File: src/core/ecp_pkg.sv
package ecp_pkg;
  // ****************************************
  // Widths
  // ****************************************
  localparam int POS_W = 32;
  localparam int ANG_W = 10;
  localparam int FRAC_W = 9;
  localparam int ADR_W = 12;
  localparam int IDX_W = 10;
  localparam int MRES_W = 4;
  localparam logic [ANG_W:0] ENC_STEPS = 11'h400;
  localparam logic [POS_W-1:0] PRESC_ONE = 32'h00000200;

  // ****************************************
  // Axis setting indices, byte address is index * 4
  // ****************************************
  localparam logic [IDX_W-1:0] AP_MRES = 10'h08C;
  localparam logic [IDX_W-1:0] AP_INT_POS = 10'h0D1;
  localparam logic [IDX_W-1:0] AP_INT_CFG = 10'h0D2;
  localparam logic [IDX_W-1:0] AP_INT_DEV = 10'h0D4;
  localparam logic [IDX_W-1:0] AP_INT_ABS = 10'h0D7;
  localparam logic [IDX_W-1:0] AP_EXT_POS = 10'h0D8;
  localparam logic [IDX_W-1:0] AP_EXT_CFG = 10'h0D9;
  localparam logic [IDX_W-1:0] AP_EXT_DEV = 10'h0DA;
  localparam logic [IDX_W-1:0] AP_STATUS = 10'h100;

  // ****************************************
  // Reset values
  // ****************************************
  localparam logic [POS_W-1:0] INT_CFG_RST = 32'h00006400;
  localparam logic [POS_W-1:0] EXT_CFG_RST = 32'h00000200;
  localparam logic [POS_W-1:0] DEV_RST = 32'h00000000;
  localparam logic [MRES_W-1:0] MRES_RST = 4'h8;
  localparam logic [MRES_W-1:0] MRES_MAX = 4'h8;
  localparam logic [MRES_W-1:0] MRES_MIN_AUTO = 4'h1;

  // ****************************************
  // Field positions
  // ****************************************
  localparam int INT_CLR_BIT = 2;
  localparam int EXT_ARM_BIT = 2;
  localparam int EXT_EVERY_BIT = 3;
  localparam int EXT_POL_BIT = 4;
  localparam int ST_INT_DEV_BIT = 0;
  localparam int ST_EXT_DEV_BIT = 1;
  localparam int ST_EXT_ARM_BIT = 2;
endpackage

File: src/core/ecp_scaler.sv
`timescale 1ns/1ps
module ecp_scaler
  import ecp_pkg::*;
#(
  parameter int DW = ANG_W
) (
  input wire logic clk_i,
  input wire logic rst_i,
  input wire logic step_i,
  input wire logic signed [DW-1:0] delta_i,
  input wire logic [POS_W-1:0] presc_i,
  input wire logic load_i,
  input wire logic [POS_W-1:0] load_val_i,
  input wire logic clear_i,
  output logic [POS_W-1:0] pos_o
);
  localparam int ACC_W = POS_W + FRAC_W;
  localparam int PW = POS_W + 1 + DW;

  logic signed [ACC_W-1:0] acc;
  logic signed [PW-1:0] prod;
  logic signed [ACC_W-1:0] inc;
  logic signed [ACC_W-1:0] next_acc;

  // Prescaler p scales by p/512: fraction bits carry the remainder
  assign prod = $signed({1'b0, presc_i}) * delta_i;
  assign inc = ACC_W'(prod);
  assign next_acc = acc + inc;
  assign pos_o = acc[ACC_W-1:FRAC_W];

  always_ff @(posedge clk_i) begin
    if (rst_i) begin
      acc <= '0;
    end else if (load_i) begin
      acc <= {load_val_i, {FRAC_W{1'b0}}};
    end else if (clear_i) begin
      acc <= '0;
    end else if (step_i) begin
      acc <= next_acc;
    end
  end
endmodule

File: src/core/ecp_top.sv
// The Wishbone slave port and the placing of the registers are this design's own decisions.
`timescale 1ns/1ps
module ecp_top
  import ecp_pkg::*;
(
  input wire logic clk_i,
  input wire logic rst_i,
  input wire logic wb_cyc_i,
  input wire logic wb_stb_i,
  input wire logic wb_we_i,
  input wire logic [ADR_W-1:0] wb_adr_i,
  input wire logic [3:0] wb_sel_i,
  input wire logic [POS_W-1:0] wb_dat_i,
  output logic [POS_W-1:0] wb_dat_o,
  output logic wb_ack_o,
  input wire logic [ANG_W-1:0] angle_i,
  input wire logic angle_vld_i,
  input wire logic [POS_W-1:0] motor_pos_i,
  input wire logic enc_a_i,
  input wire logic enc_b_i,
  input wire logic enc_n_i,
  output logic [MRES_W-1:0] mres_o,
  output logic stop_o
);
  // ****************************************
  // Bus decode
  // ****************************************
  logic [POS_W-1:0] int_cfg;
  logic [POS_W-1:0] ext_cfg;
  logic [POS_W-1:0] int_dev;
  logic [POS_W-1:0] ext_dev;
  logic [MRES_W-1:0] mres;
  logic [ANG_W-1:0] angle;
  logic [1:0] dev_err;
  logic [POS_W-1:0] int_pos;
  logic [POS_W-1:0] ext_pos;

  function automatic logic [POS_W-1:0] merge(input logic [POS_W-1:0] old_v, input logic [POS_W-1:0] new_v,
                                             input logic [3:0] sel);
    logic [POS_W-1:0] r;
    r = old_v;
    for (int i = 0; i < 4; i++) begin
      if (sel[i]) begin
        r[i*8 +: 8] = new_v[i*8 +: 8];
      end
    end
    return r;
  endfunction

  wire req = wb_cyc_i && wb_stb_i && !wb_ack_o;
  wire wr = req && wb_we_i;
  wire [IDX_W-1:0] idx = wb_adr_i[ADR_W-1:2];
  wire wr_mres = wr && idx == AP_MRES;
  wire wr_int_pos = wr && idx == AP_INT_POS;
  wire wr_int_cfg = wr && idx == AP_INT_CFG;
  wire wr_int_dev = wr && idx == AP_INT_DEV;
  wire wr_ext_pos = wr && idx == AP_EXT_POS;
  wire wr_ext_cfg = wr && idx == AP_EXT_CFG;
  wire wr_ext_dev = wr && idx == AP_EXT_DEV;
  wire wr_status = wr && idx == AP_STATUS;
  wire [POS_W-1:0] wdat_int_cfg = merge(int_cfg, wb_dat_i, wb_sel_i);
  wire [POS_W-1:0] wdat_ext_cfg = merge(ext_cfg, wb_dat_i, wb_sel_i);
  wire [POS_W-1:0] wdat_int_pos = merge(int_pos, wb_dat_i, wb_sel_i);
  wire [POS_W-1:0] wdat_ext_pos = merge(ext_pos, wb_dat_i, wb_sel_i);
  wire [POS_W-1:0] wdat_mres = merge({{(POS_W-MRES_W){1'b0}}, mres}, wb_dat_i, wb_sel_i);
  wire [POS_W-1:0] wdat_status = merge('0, wb_dat_i, wb_sel_i);

  // Read mux, unmapped indices read zero
  wire [POS_W-1:0] status_word = {{(POS_W-3){1'b0}}, ext_cfg[EXT_ARM_BIT], dev_err};
  wire [POS_W-1:0] rd_data =
    (idx == AP_MRES) ? {{(POS_W-MRES_W){1'b0}}, mres} :
    (idx == AP_INT_POS) ? int_pos :
    (idx == AP_INT_CFG) ? int_cfg :
    (idx == AP_INT_DEV) ? int_dev :
    (idx == AP_INT_ABS) ? {{(POS_W-ANG_W){1'b0}}, angle} :
    (idx == AP_EXT_POS) ? ext_pos :
    (idx == AP_EXT_CFG) ? ext_cfg :
    (idx == AP_EXT_DEV) ? ext_dev :
    (idx == AP_STATUS) ? status_word : '0;

  always_ff @(posedge clk_i) begin
    if (rst_i) begin
      wb_ack_o <= 1'b0;
      wb_dat_o <= '0;
    end else begin
      wb_ack_o <= req;
      if (req && !wb_we_i) begin
        wb_dat_o <= rd_data;
      end
    end
  end

  // ****************************************
  // Microstep resolution and configuration
  // ****************************************
  // Writes above 8 are ignored
  wire mres_ok = wdat_mres <= {{(POS_W-MRES_W){1'b0}}, MRES_MAX};
  wire [MRES_W-1:0] mres_eff = (wdat_mres[MRES_W-1:0] < MRES_MIN_AUTO) ? MRES_MIN_AUTO : wdat_mres[MRES_W-1:0];
  // Resolution change rescales the internal prescaler, function bits kept
  wire [POS_W-1:0] auto_presc = INT_CFG_RST >> (MRES_MAX - mres_eff);
  wire [POS_W-1:0] auto_int_cfg = {auto_presc[POS_W-1:4], int_cfg[3:0]};

  logic ext_null_ev;
  wire ext_arm_done = ext_null_ev && ext_cfg[EXT_ARM_BIT] && !ext_cfg[EXT_EVERY_BIT];

  always_ff @(posedge clk_i) begin
    if (rst_i) begin
      mres <= MRES_RST;
      int_cfg <= INT_CFG_RST;
      ext_cfg <= EXT_CFG_RST;
      int_dev <= DEV_RST;
      ext_dev <= DEV_RST;
    end else begin
      if (wr_mres && mres_ok) begin
        mres <= wdat_mres[MRES_W-1:0];
      end
      if (wr_int_cfg) begin
        int_cfg <= wdat_int_cfg;
      end else if (wr_mres && mres_ok) begin
        int_cfg <= auto_int_cfg;
      end
      if (wr_ext_cfg) begin
        ext_cfg <= wdat_ext_cfg;
      end else if (ext_arm_done) begin
        ext_cfg[EXT_ARM_BIT] <= 1'b0;
      end
      if (wr_int_dev) begin
        int_dev <= merge(int_dev, wb_dat_i, wb_sel_i);
      end
      if (wr_ext_dev) begin
        ext_dev <= merge(ext_dev, wb_dat_i, wb_sel_i);
      end
    end
  end
  assign mres_o = mres;

  // ****************************************
  // Internal magnetic encoder
  // ****************************************
  logic ang_seen;
  // Ring of 1024 steps: modular difference is the signed move
  wire signed [ANG_W-1:0] ang_delta = $signed(angle_i - angle);
  wire ang_move = angle_vld_i && ang_seen && ang_delta != '0;
  wire ang_wrap = ang_move && ((ang_delta > 0 && angle_i < angle) || (ang_delta < 0 && angle_i > angle)
                  || angle_i == '0);
  wire int_clr = ang_wrap && int_cfg[INT_CLR_BIT];

  always_ff @(posedge clk_i) begin
    if (rst_i) begin
      angle <= '0;
      ang_seen <= 1'b0;
    end else if (angle_vld_i) begin
      angle <= angle_i;
      ang_seen <= 1'b1;
    end
  end

  // Full config word is the prescaler, clear bit 2 included
  ecp_scaler #(.DW(ANG_W)) u_int_scaler (
    .clk_i(clk_i),
    .rst_i(rst_i),
    .step_i(ang_move),
    .delta_i(ang_delta),
    .presc_i(int_cfg),
    .load_i(wr_int_pos),
    .load_val_i(wdat_int_pos),
    .clear_i(int_clr),
    .pos_o(int_pos)
  );

  // ****************************************
  // External ABN encoder
  // ****************************************
  logic [2:0] a_sync;
  logic [2:0] b_sync;
  logic [2:0] n_sync;

  always_ff @(posedge clk_i) begin
    if (rst_i) begin
      a_sync <= '0;
      b_sync <= '0;
      n_sync <= '0;
    end else begin
      a_sync <= {a_sync[1:0], enc_a_i};
      b_sync <= {b_sync[1:0], enc_b_i};
      n_sync <= {n_sync[1:0], enc_n_i};
    end
  end

  // An edge of A or of B alone is one count (edges of both in one cycle give none), direction from phase order
  wire quad_step = (a_sync[2] ^ a_sync[1]) ^ (b_sync[2] ^ b_sync[1]);
  wire quad_up = a_sync[2] ^ b_sync[1];
  wire signed [ANG_W-1:0] quad_delta = quad_up ? ANG_W'(1) : -ANG_W'(1);
  // Null event: entering the selected level
  wire n_level = n_sync[1] == ext_cfg[EXT_POL_BIT];
  wire n_prev = n_sync[2] == ext_cfg[EXT_POL_BIT];
  assign ext_null_ev = n_level && !n_prev;
  wire ext_clr = ext_null_ev && ext_cfg[EXT_ARM_BIT];

  // Full config word is the prescaler, bits 2..4 included
  ecp_scaler #(.DW(ANG_W)) u_ext_scaler (
    .clk_i(clk_i),
    .rst_i(rst_i),
    .step_i(quad_step),
    .delta_i(quad_delta),
    .presc_i(ext_cfg),
    .load_i(wr_ext_pos),
    .load_val_i(wdat_ext_pos),
    .clear_i(ext_clr),
    .pos_o(ext_pos)
  );

  // ****************************************
  // Deviation supervision
  // ****************************************
  wire signed [POS_W:0] int_diff = $signed({motor_pos_i[POS_W-1], motor_pos_i}) - $signed({int_pos[POS_W-1], int_pos});
  wire signed [POS_W:0] ext_diff = $signed({motor_pos_i[POS_W-1], motor_pos_i}) - $signed({ext_pos[POS_W-1], ext_pos});
  wire [POS_W:0] int_abs = int_diff[POS_W] ? POS_W'(0) - int_diff : int_diff;
  wire [POS_W:0] ext_abs = ext_diff[POS_W] ? POS_W'(0) - ext_diff : ext_diff;
  wire int_exceed = int_dev != '0 && int_abs > {1'b0, int_dev};
  wire ext_exceed = ext_dev != '0 && ext_abs > {1'b0, ext_dev};
  wire [1:0] dev_hit = {ext_exceed, int_exceed};
  wire [1:0] dev_w1c = wr_status ? wdat_status[ST_EXT_DEV_BIT:ST_INT_DEV_BIT] : 2'h0;

  // Sticky, write one clears, a new hit wins over the clear
  always_ff @(posedge clk_i) begin
    if (rst_i) begin
      dev_err <= 2'h0;
    end else begin
      dev_err <= (dev_err & ~dev_w1c) | dev_hit;
    end
  end
  assign stop_o = |dev_err;
endmodule

File: config.mk
export PLATFORM = sky130hd
export DESIGN_NAME = ecp_top
export DESIGN_NICKNAME = d
export VERILOG_FILES = /design/src/core/ecp_pkg.sv /design/src/core/ecp_scaler.sv /design/src/core/ecp_top.sv
export SDC_FILE = /design/constraint.sdc
export NUM_CORES = 2
export LEC_CHECK = 0
export ABC_AREA = 1
export BUFFER_PORTS_ARGS = -buffer_cell sky130_fd_sc_hd__buf_2
export CORE_AREA = 2 2 386 312
export CTS_CLUSTER_DIAMETER = 80
export DETAILED_ROUTE_END_ITERATION = 10
export DIE_AREA = 0 0 388 314
export GPL_ROUTABILITY_DRIVEN = 0
export PLACE_DENSITY = 0.61
export SLEW_MARGIN = 25
export SYNTH_ARGS = -nofsm -noshare
export SYNTH_HDL_FRONTEND = slang
export SYNTH_HIERARCHICAL = 1
export SYNTH_SLANG_ARGS = --single-unit
File: constraint.sdc
create_clock -name clk_i -period 12.96 [get_ports clk_i]
set_clock_uncertainty 0.05 [all_clocks]
set_input_delay 2.592 -clock clk_i [delete_from_list [all_inputs] [get_ports clk_i]]
set_output_delay 2.592 -clock clk_i [all_outputs]
set_load 0.03 [all_outputs]
# Word-level counts from Yosys, hierarchy flattened
# Cells that the tools add are included.
[classes]
multipliers = 2
magnitude_cmp = 8
n_addsub = 8
bitwise_logic = 7
div = 0
n_shift = 1
n_reduce_logical = 67
n_mux = 34
eq_ne = 24
[ops]
columns = ["cell", "count"]
rows = [
  ["2-to-1 mux 32 bit", 10],
  ["2-to-1 mux 41 bit", 6],
  ["adder 41 bit", 2],
  ["multiplier 33 x 10 -> 41 bit", 2],
  ["equality test 10 x 8 -> 1 bit (second input constant)", 8],
  ["> comparator 33 x 32 -> 1 bit", 2],
  ["2-to-1 mux 33 bit", 2],
  ["subtractor 1 x 33 -> 33 bit (first input constant)", 2],
  ["subtractor 32 x 32 -> 33 bit", 2],
  ["2-to-1 mux 8 bit", 8],
  ["nonzero test 32 bit", 2],
  ["AND reduction 2 bit", 26],
  ["<= comparator 32 x 4 -> 1 bit (second input constant)", 1],
  ["right shift 15 x 4 -> 32 bit (first input constant)", 1],
  ["inequality test 2 bit (second input constant)", 13],
  ["logical AND 1 bit", 24],
  ["equality test 10 x 9 -> 1 bit (second input constant)", 1],
  ["> comparator 10 x 1 -> 1 bit (second input constant)", 1],
  ["> comparator 10 bit", 1],
  ["zero test 10 bit", 1],
  ["less-than comparator 10 x 1 -> 1 bit (second input constant)", 1],
  ["less-than comparator 10 bit", 1],
  ["2-to-1 mux 10 bit", 1],
  ["nonzero test 10 bit", 1],
  ["18 further kinds", 32],
]
[totals]
inputBits = 99
memories = 0
latch_bits = 0
ramBits = 0
romBits = 0
ff_bits = 269

# Longest topological paths before layout
[depth]
depth_word = 10
mapped_depth = 41

# Modules after synthesis
# Netlist, hierarchy kept.
[by_module_without_submodules]
columns = ["mod", "area_each_um2", "cells_each", "n_inst"]
rows = [
  ["ecp_top", 18184.9, 3036, 1],
  ["ecp_scaler at u_ext_scaler", 14356.3, 2018, 1],
  ["ecp_scaler at u_int_scaler", 14292.5, 1987, 1],
]

# Worst setup path after synthesis
# OpenSTA, ideal clock, no wires.
[synth_timing]
path_kind = "in2reg"
from = "in angle_i[0]"
to = "reg u_int_scaler.acc[14]"
setup_slack_ns = 4.402
required_ns = 12.778
stages = 29
t_arrival_ns = 8.376
cell_sequence = "inv_1 > ha_1 > fa_1 > o21ai_0 > nand2_1 > o211ai_1 > xor2_1 > clkbuf_1 > nand2_1 > fa_1 > fa_1 > inv_1 > fa_1 > fa_1 > inv_1 > fa_1 > inv_1 > ha_1 > nand2_1 > inv_1 > nand2_1 > nand2_1 > inv_1 > nand2_4 > nand2_2 > nand2_2 > or2_0 > nand3_1 > a31oi_1"
[synth_between]
elab_chain_cells = 9
word_cells_on_any_way = 21
classes_between = "add/sub (2); mul (1); order compare (4); mux (3); reduce/logical (11)"
[synth_lines]
columns = ["element", "line", "text"]
rows = [
  ["start: declaration", "ecp_top.sv:16", "input wire logic [ANG_W-1:0] angle_i,"],
  ["subtractor 10 bit *", "ecp_top.sv:142", "wire signed [ANG_W-1:0] ang_delta = $signed(angle_i - angle);"],
  ["via ang_delta[8]", "ecp_top.sv:142", ""],
  ["parallel branches: the longest is 8 deep, another holds multiplier 33 x 10 -> 41 bit", "n/a", ""],
  ["end signal: assignment", "ecp_scaler.sv:35", "acc <= {load_val_i, {FRAC_W{1'b0}}};"],
  ["end signal: assignment", "ecp_scaler.sv:39", "acc <= next_acc;"],
  ["end: declaration", "ecp_scaler.sv:20", "logic signed [ACC_W-1:0] acc;"],
]
# Mark *: on every way through the listed nets, which the timed path passes. The select of a mux whose other input is x is not followed.
# A chain may end at the register's enable or synchronous reset.

# Worst setup path after layout
[layout_timing]
from = "in angle_i[2]"
to = "reg u_int_scaler.acc[38]"
# The elaborated chain is that of the path after synthesis.

==> metrics.txt <==
worst reg2reg path depth=32; PwrDens=125 nW/um^2; Die Ht=314 um; Synth Instances=7041; reg2reg end=u_int_scaler/acc[38]; number of port buffers=134; ys async rst share=0%; RSZ-0062 raised after global routing=false; end of the critical path=u_int_scaler/acc[38]; power share of the clock group=17.5%; Crit path top cell by count=nand2_1; critical path endpoint category=flip-flop; Initial Utilization=39.7%; Setup Fix Bufs, Post-CTS=0; Root Buffer=clkbuf_16; core area=118000 sq um; CP bufs+invs=6; worst-margin pin slew=1.14 ns; top-area cell type share of the netlist area=24.0%; fillcell total=12445; iteration count of the initial detailed-routing pass=6; cts hold-fix bufs=0; combinational power share=67.5%; register area share after synthesis=11.5%; DR iter-0 viols=5286; DRC viols=0; Total GRT Usage=27.7%; grt total ovfl=0; # IOs=137; leakage power=0.0266 uW; CP arrival=9.99 ns; CP max-delay cell=fa_1; Max clock buf depth=3; WP data required=13.43 ns; Max Freq=105 MHz; synth top area cells=fa_1 (24%), nand2_1 (15%), inv_1 (13%); Final min period=9.51 ns; Synth Register Bits=269; overall power=6210 uW; clock sink count=269; Final setup viols=0; setup_tns=0 ns; reg2reg setup slack=5.04 ns; endpoints failing hold=0; Crit Path Category=in2reg; CP Max Fanout=31; critical path depth=32; layout net count=7951; family with the most delay on the worst path=adder cells; post_cts resized=0; dpl hpwl=141 mm; P&R area growth vs syn=6.01%; Die Area=122000 sq um; max_cap viols=0; ANT nets after route=0; final worst hold slack=0.352 ns; Ys Warns=6; Worst-Skew Late Latency=0.60 ns; crit start category=primary input; Netlist cell types=61; largest net degree at the start of global routing=261; Int Pwr=2810 uW; power share of the sequential group=15.0%; vias per inst=5.29; Main synth FF type=dfxtp_1; sw frac=54.7%; status=finished clean; routed length per instance=20.0 um; hold crit path type=reg2reg; htree depth=2; Mean Syn Cell Area=6.65 sq um; Worst setup startpoint=angle_i[2]; Final Max Tran Viols=0; DRT Wirelength=171 mm; area leader, netlist=fa_1; net switching power=3400 uW; Die W=388 um; Slew HR=23.0%; CTS tree=built; Post-synth EDFFs=0; initial antenna violation count=20; vias=45161; Max IR drop VDD=191 uV; Cell Area, Synth=46800 sq um; Worst R2R Start=angle[4]; share of cells above drive strength 1=5.95%; first-pass GRT wire length=257 mm; number of cell rows=113; vias in the first global route=42293; Worst path max stage delay=0.56 ns; CTS clk-pin slew, worst paths=0.06 ns; Hold Crit Start=b_sync[0]; total CTS buffers=36; final period utilization=73.4%
-- cell usage after synthesis, types with 5 or more instances --
cell type / instances
and2_1: 8
nand3_1: 230
buf_2: 19
o21ai_1: 9
nor4_1: 27
buf_4: 65
nor2_2: 22
nor3_1: 35
a31oi_1: 25
o21bai_1: 15
nand4_1: 72
o221ai_1: 12
fa_1: 561
nor2_4: 11
xor2_1: 58
a21oi_1: 417
dfxtp_1: 269
a21oi_2: 14
a211oi_1: 34
a221oi_1: 13
nor3_2: 5
clkbuf_1: 215
a21boi_1: 7
o22ai_1: 14
xnor2_1: 21
inv_1: 1617
o21ai_0: 331
nand2_2: 45
nand2_1: 1850
nand3_2: 22
nand2_4: 6
inv_2: 20
ha_1: 345
o2111ai_1: 29
nand3b_1: 21
or2_2: 16
a21boi_0: 22
nor2_1: 472
a21o_1: 6
o211ai_1: 24
-- power by group through the flow --
stage               registers, uW  clock network [uW]  logic [uW]
floorplan                     909                   0        3020
global placement              946                   0        4000
detailed placement            946                   0        4060
CTS                           929                1100        4080
global route                  933                1130        4690
finish                        931                1090        4190
-- worst min path at each step --
stage	endpoint	cells after the start	slack, ns
3_3_place_gp	b_sync[1]	2	0.35
2_1_floorplan	a_sync[1]	2	0.34
5_1_grt	b_sync[1]	2	0.38
3_5_place_dp	b_sync[1]	2	0.35
6_report	b_sync[1]	2	0.35
4_1_cts	b_sync[1]	2	0.35
-- sequential cells by signal, summed over array words and instances, names as in the netlist --
register          count
a_sync                3
ang_seen              1
angle                10
b_sync                3
dev_err               2
ext_cfg              32
ext_dev              32
int_cfg              32
int_dev              32
mres_o                4
n_sync                3
u_ext_scaler/acc     41
u_int_scaler/acc     41
wb_ack_o              1
wb_dat_o             32
-- cells by family after synthesis --
| kind of cell | share of synthesized area (%) |
|---|---|
| flops | 11.5 |
| xor+xnor | 1.76 |
| fa+ha+maj | 33.2 |
| buf+inv | 16.2 |
| other cells | 0.00801 |
| simple gates | 25.5 |
| compound gates | 11.8 |
-- layer usage --
metal | global-route usage (%) | up-vias | routed length, um
met3 | 8.47 | 340 | 22400
met2 | 38.4 | 2382 | 66200
met4 | 10.1 | 20 | 7230
met1 | 40.1 | 21185 | 74800
li1 | - | 21234 | -
met5 | 0 | - | 133
-- layout make-up --
type	instances	area [sq um]	share of cell area, %
clock buffers	44	961	1.94
clock inverters	21	292	0.587
inverters	1637	6140	12.4
diodes	4	10.0	0.0202
flip-flops and latches	269	5390	10.8
multi-input cells	4835	34000	68.4
repair buffers	167	953	1.92
well taps	1552	1940	3.91
-- placed cells by master, fill, tap and decap left out, types with 13 or more instances in the layout --
cell type / n
nor2_2: 26
a21oi_1: 417
a21oi_2: 14
inv_2: 21
nand3_2: 22
xor2_1: 54
xnor2_1: 19
buf_4: 32
nand3_1: 230
nor3_1: 35
fa_1: 561
nor2_1: 468
inv_1: 1615
o21bai_1: 15
nand3b_1: 21
a21boi_0: 22
nand4_1: 72
nand2_1: 1850
o211ai_1: 24
o22ai_1: 14
nand2_2: 45
o21ai_0: 331
a221oi_1: 13
a31oi_1: 25
o2111ai_1: 29
or2_2: 16
buf_2: 133
dfxtp_1: 269
nor4_1: 27
clkbuf_16: 36
ha_1: 345
a211oi_1: 34
-- worst reg2reg max path, delay by kind of cell, from the launching register on --
| family | cells | cell delay [ns] |
|---|---|---|
| adder cells (fa/ha/maj) | 7 | 3.42 |
| AND/OR/NAND/NOR | 14 | 2.43 |
| AO/OA/AOI/OAI | 5 | 0.83 |
| buffers and inverters | 6 | 0.66 |
| flip-flops | 1 | 0.46 |
-- stage by stage --
| step | std cells | worst slack, ns | utilization [%] | cell area [sq um] |
|---|---|---|---|---|
| final | 8529 | 3.45 | 42.1 | 49600 |
| after detailed placement | 8459 | 2.98 | 41.0 | 48300 |
| after CTS | 8524 | 3.57 | 42.1 | 49600 |
| after global routing | 8525 | 3.02 | 42.1 | 49600 |
| after floorplan | 7045 | 4.40 | - | 46800 |
| after global placement | 8459 | 3.03 | 41.0 | 48300 |
Note: power is estimated with default switching activity, not from simulation.
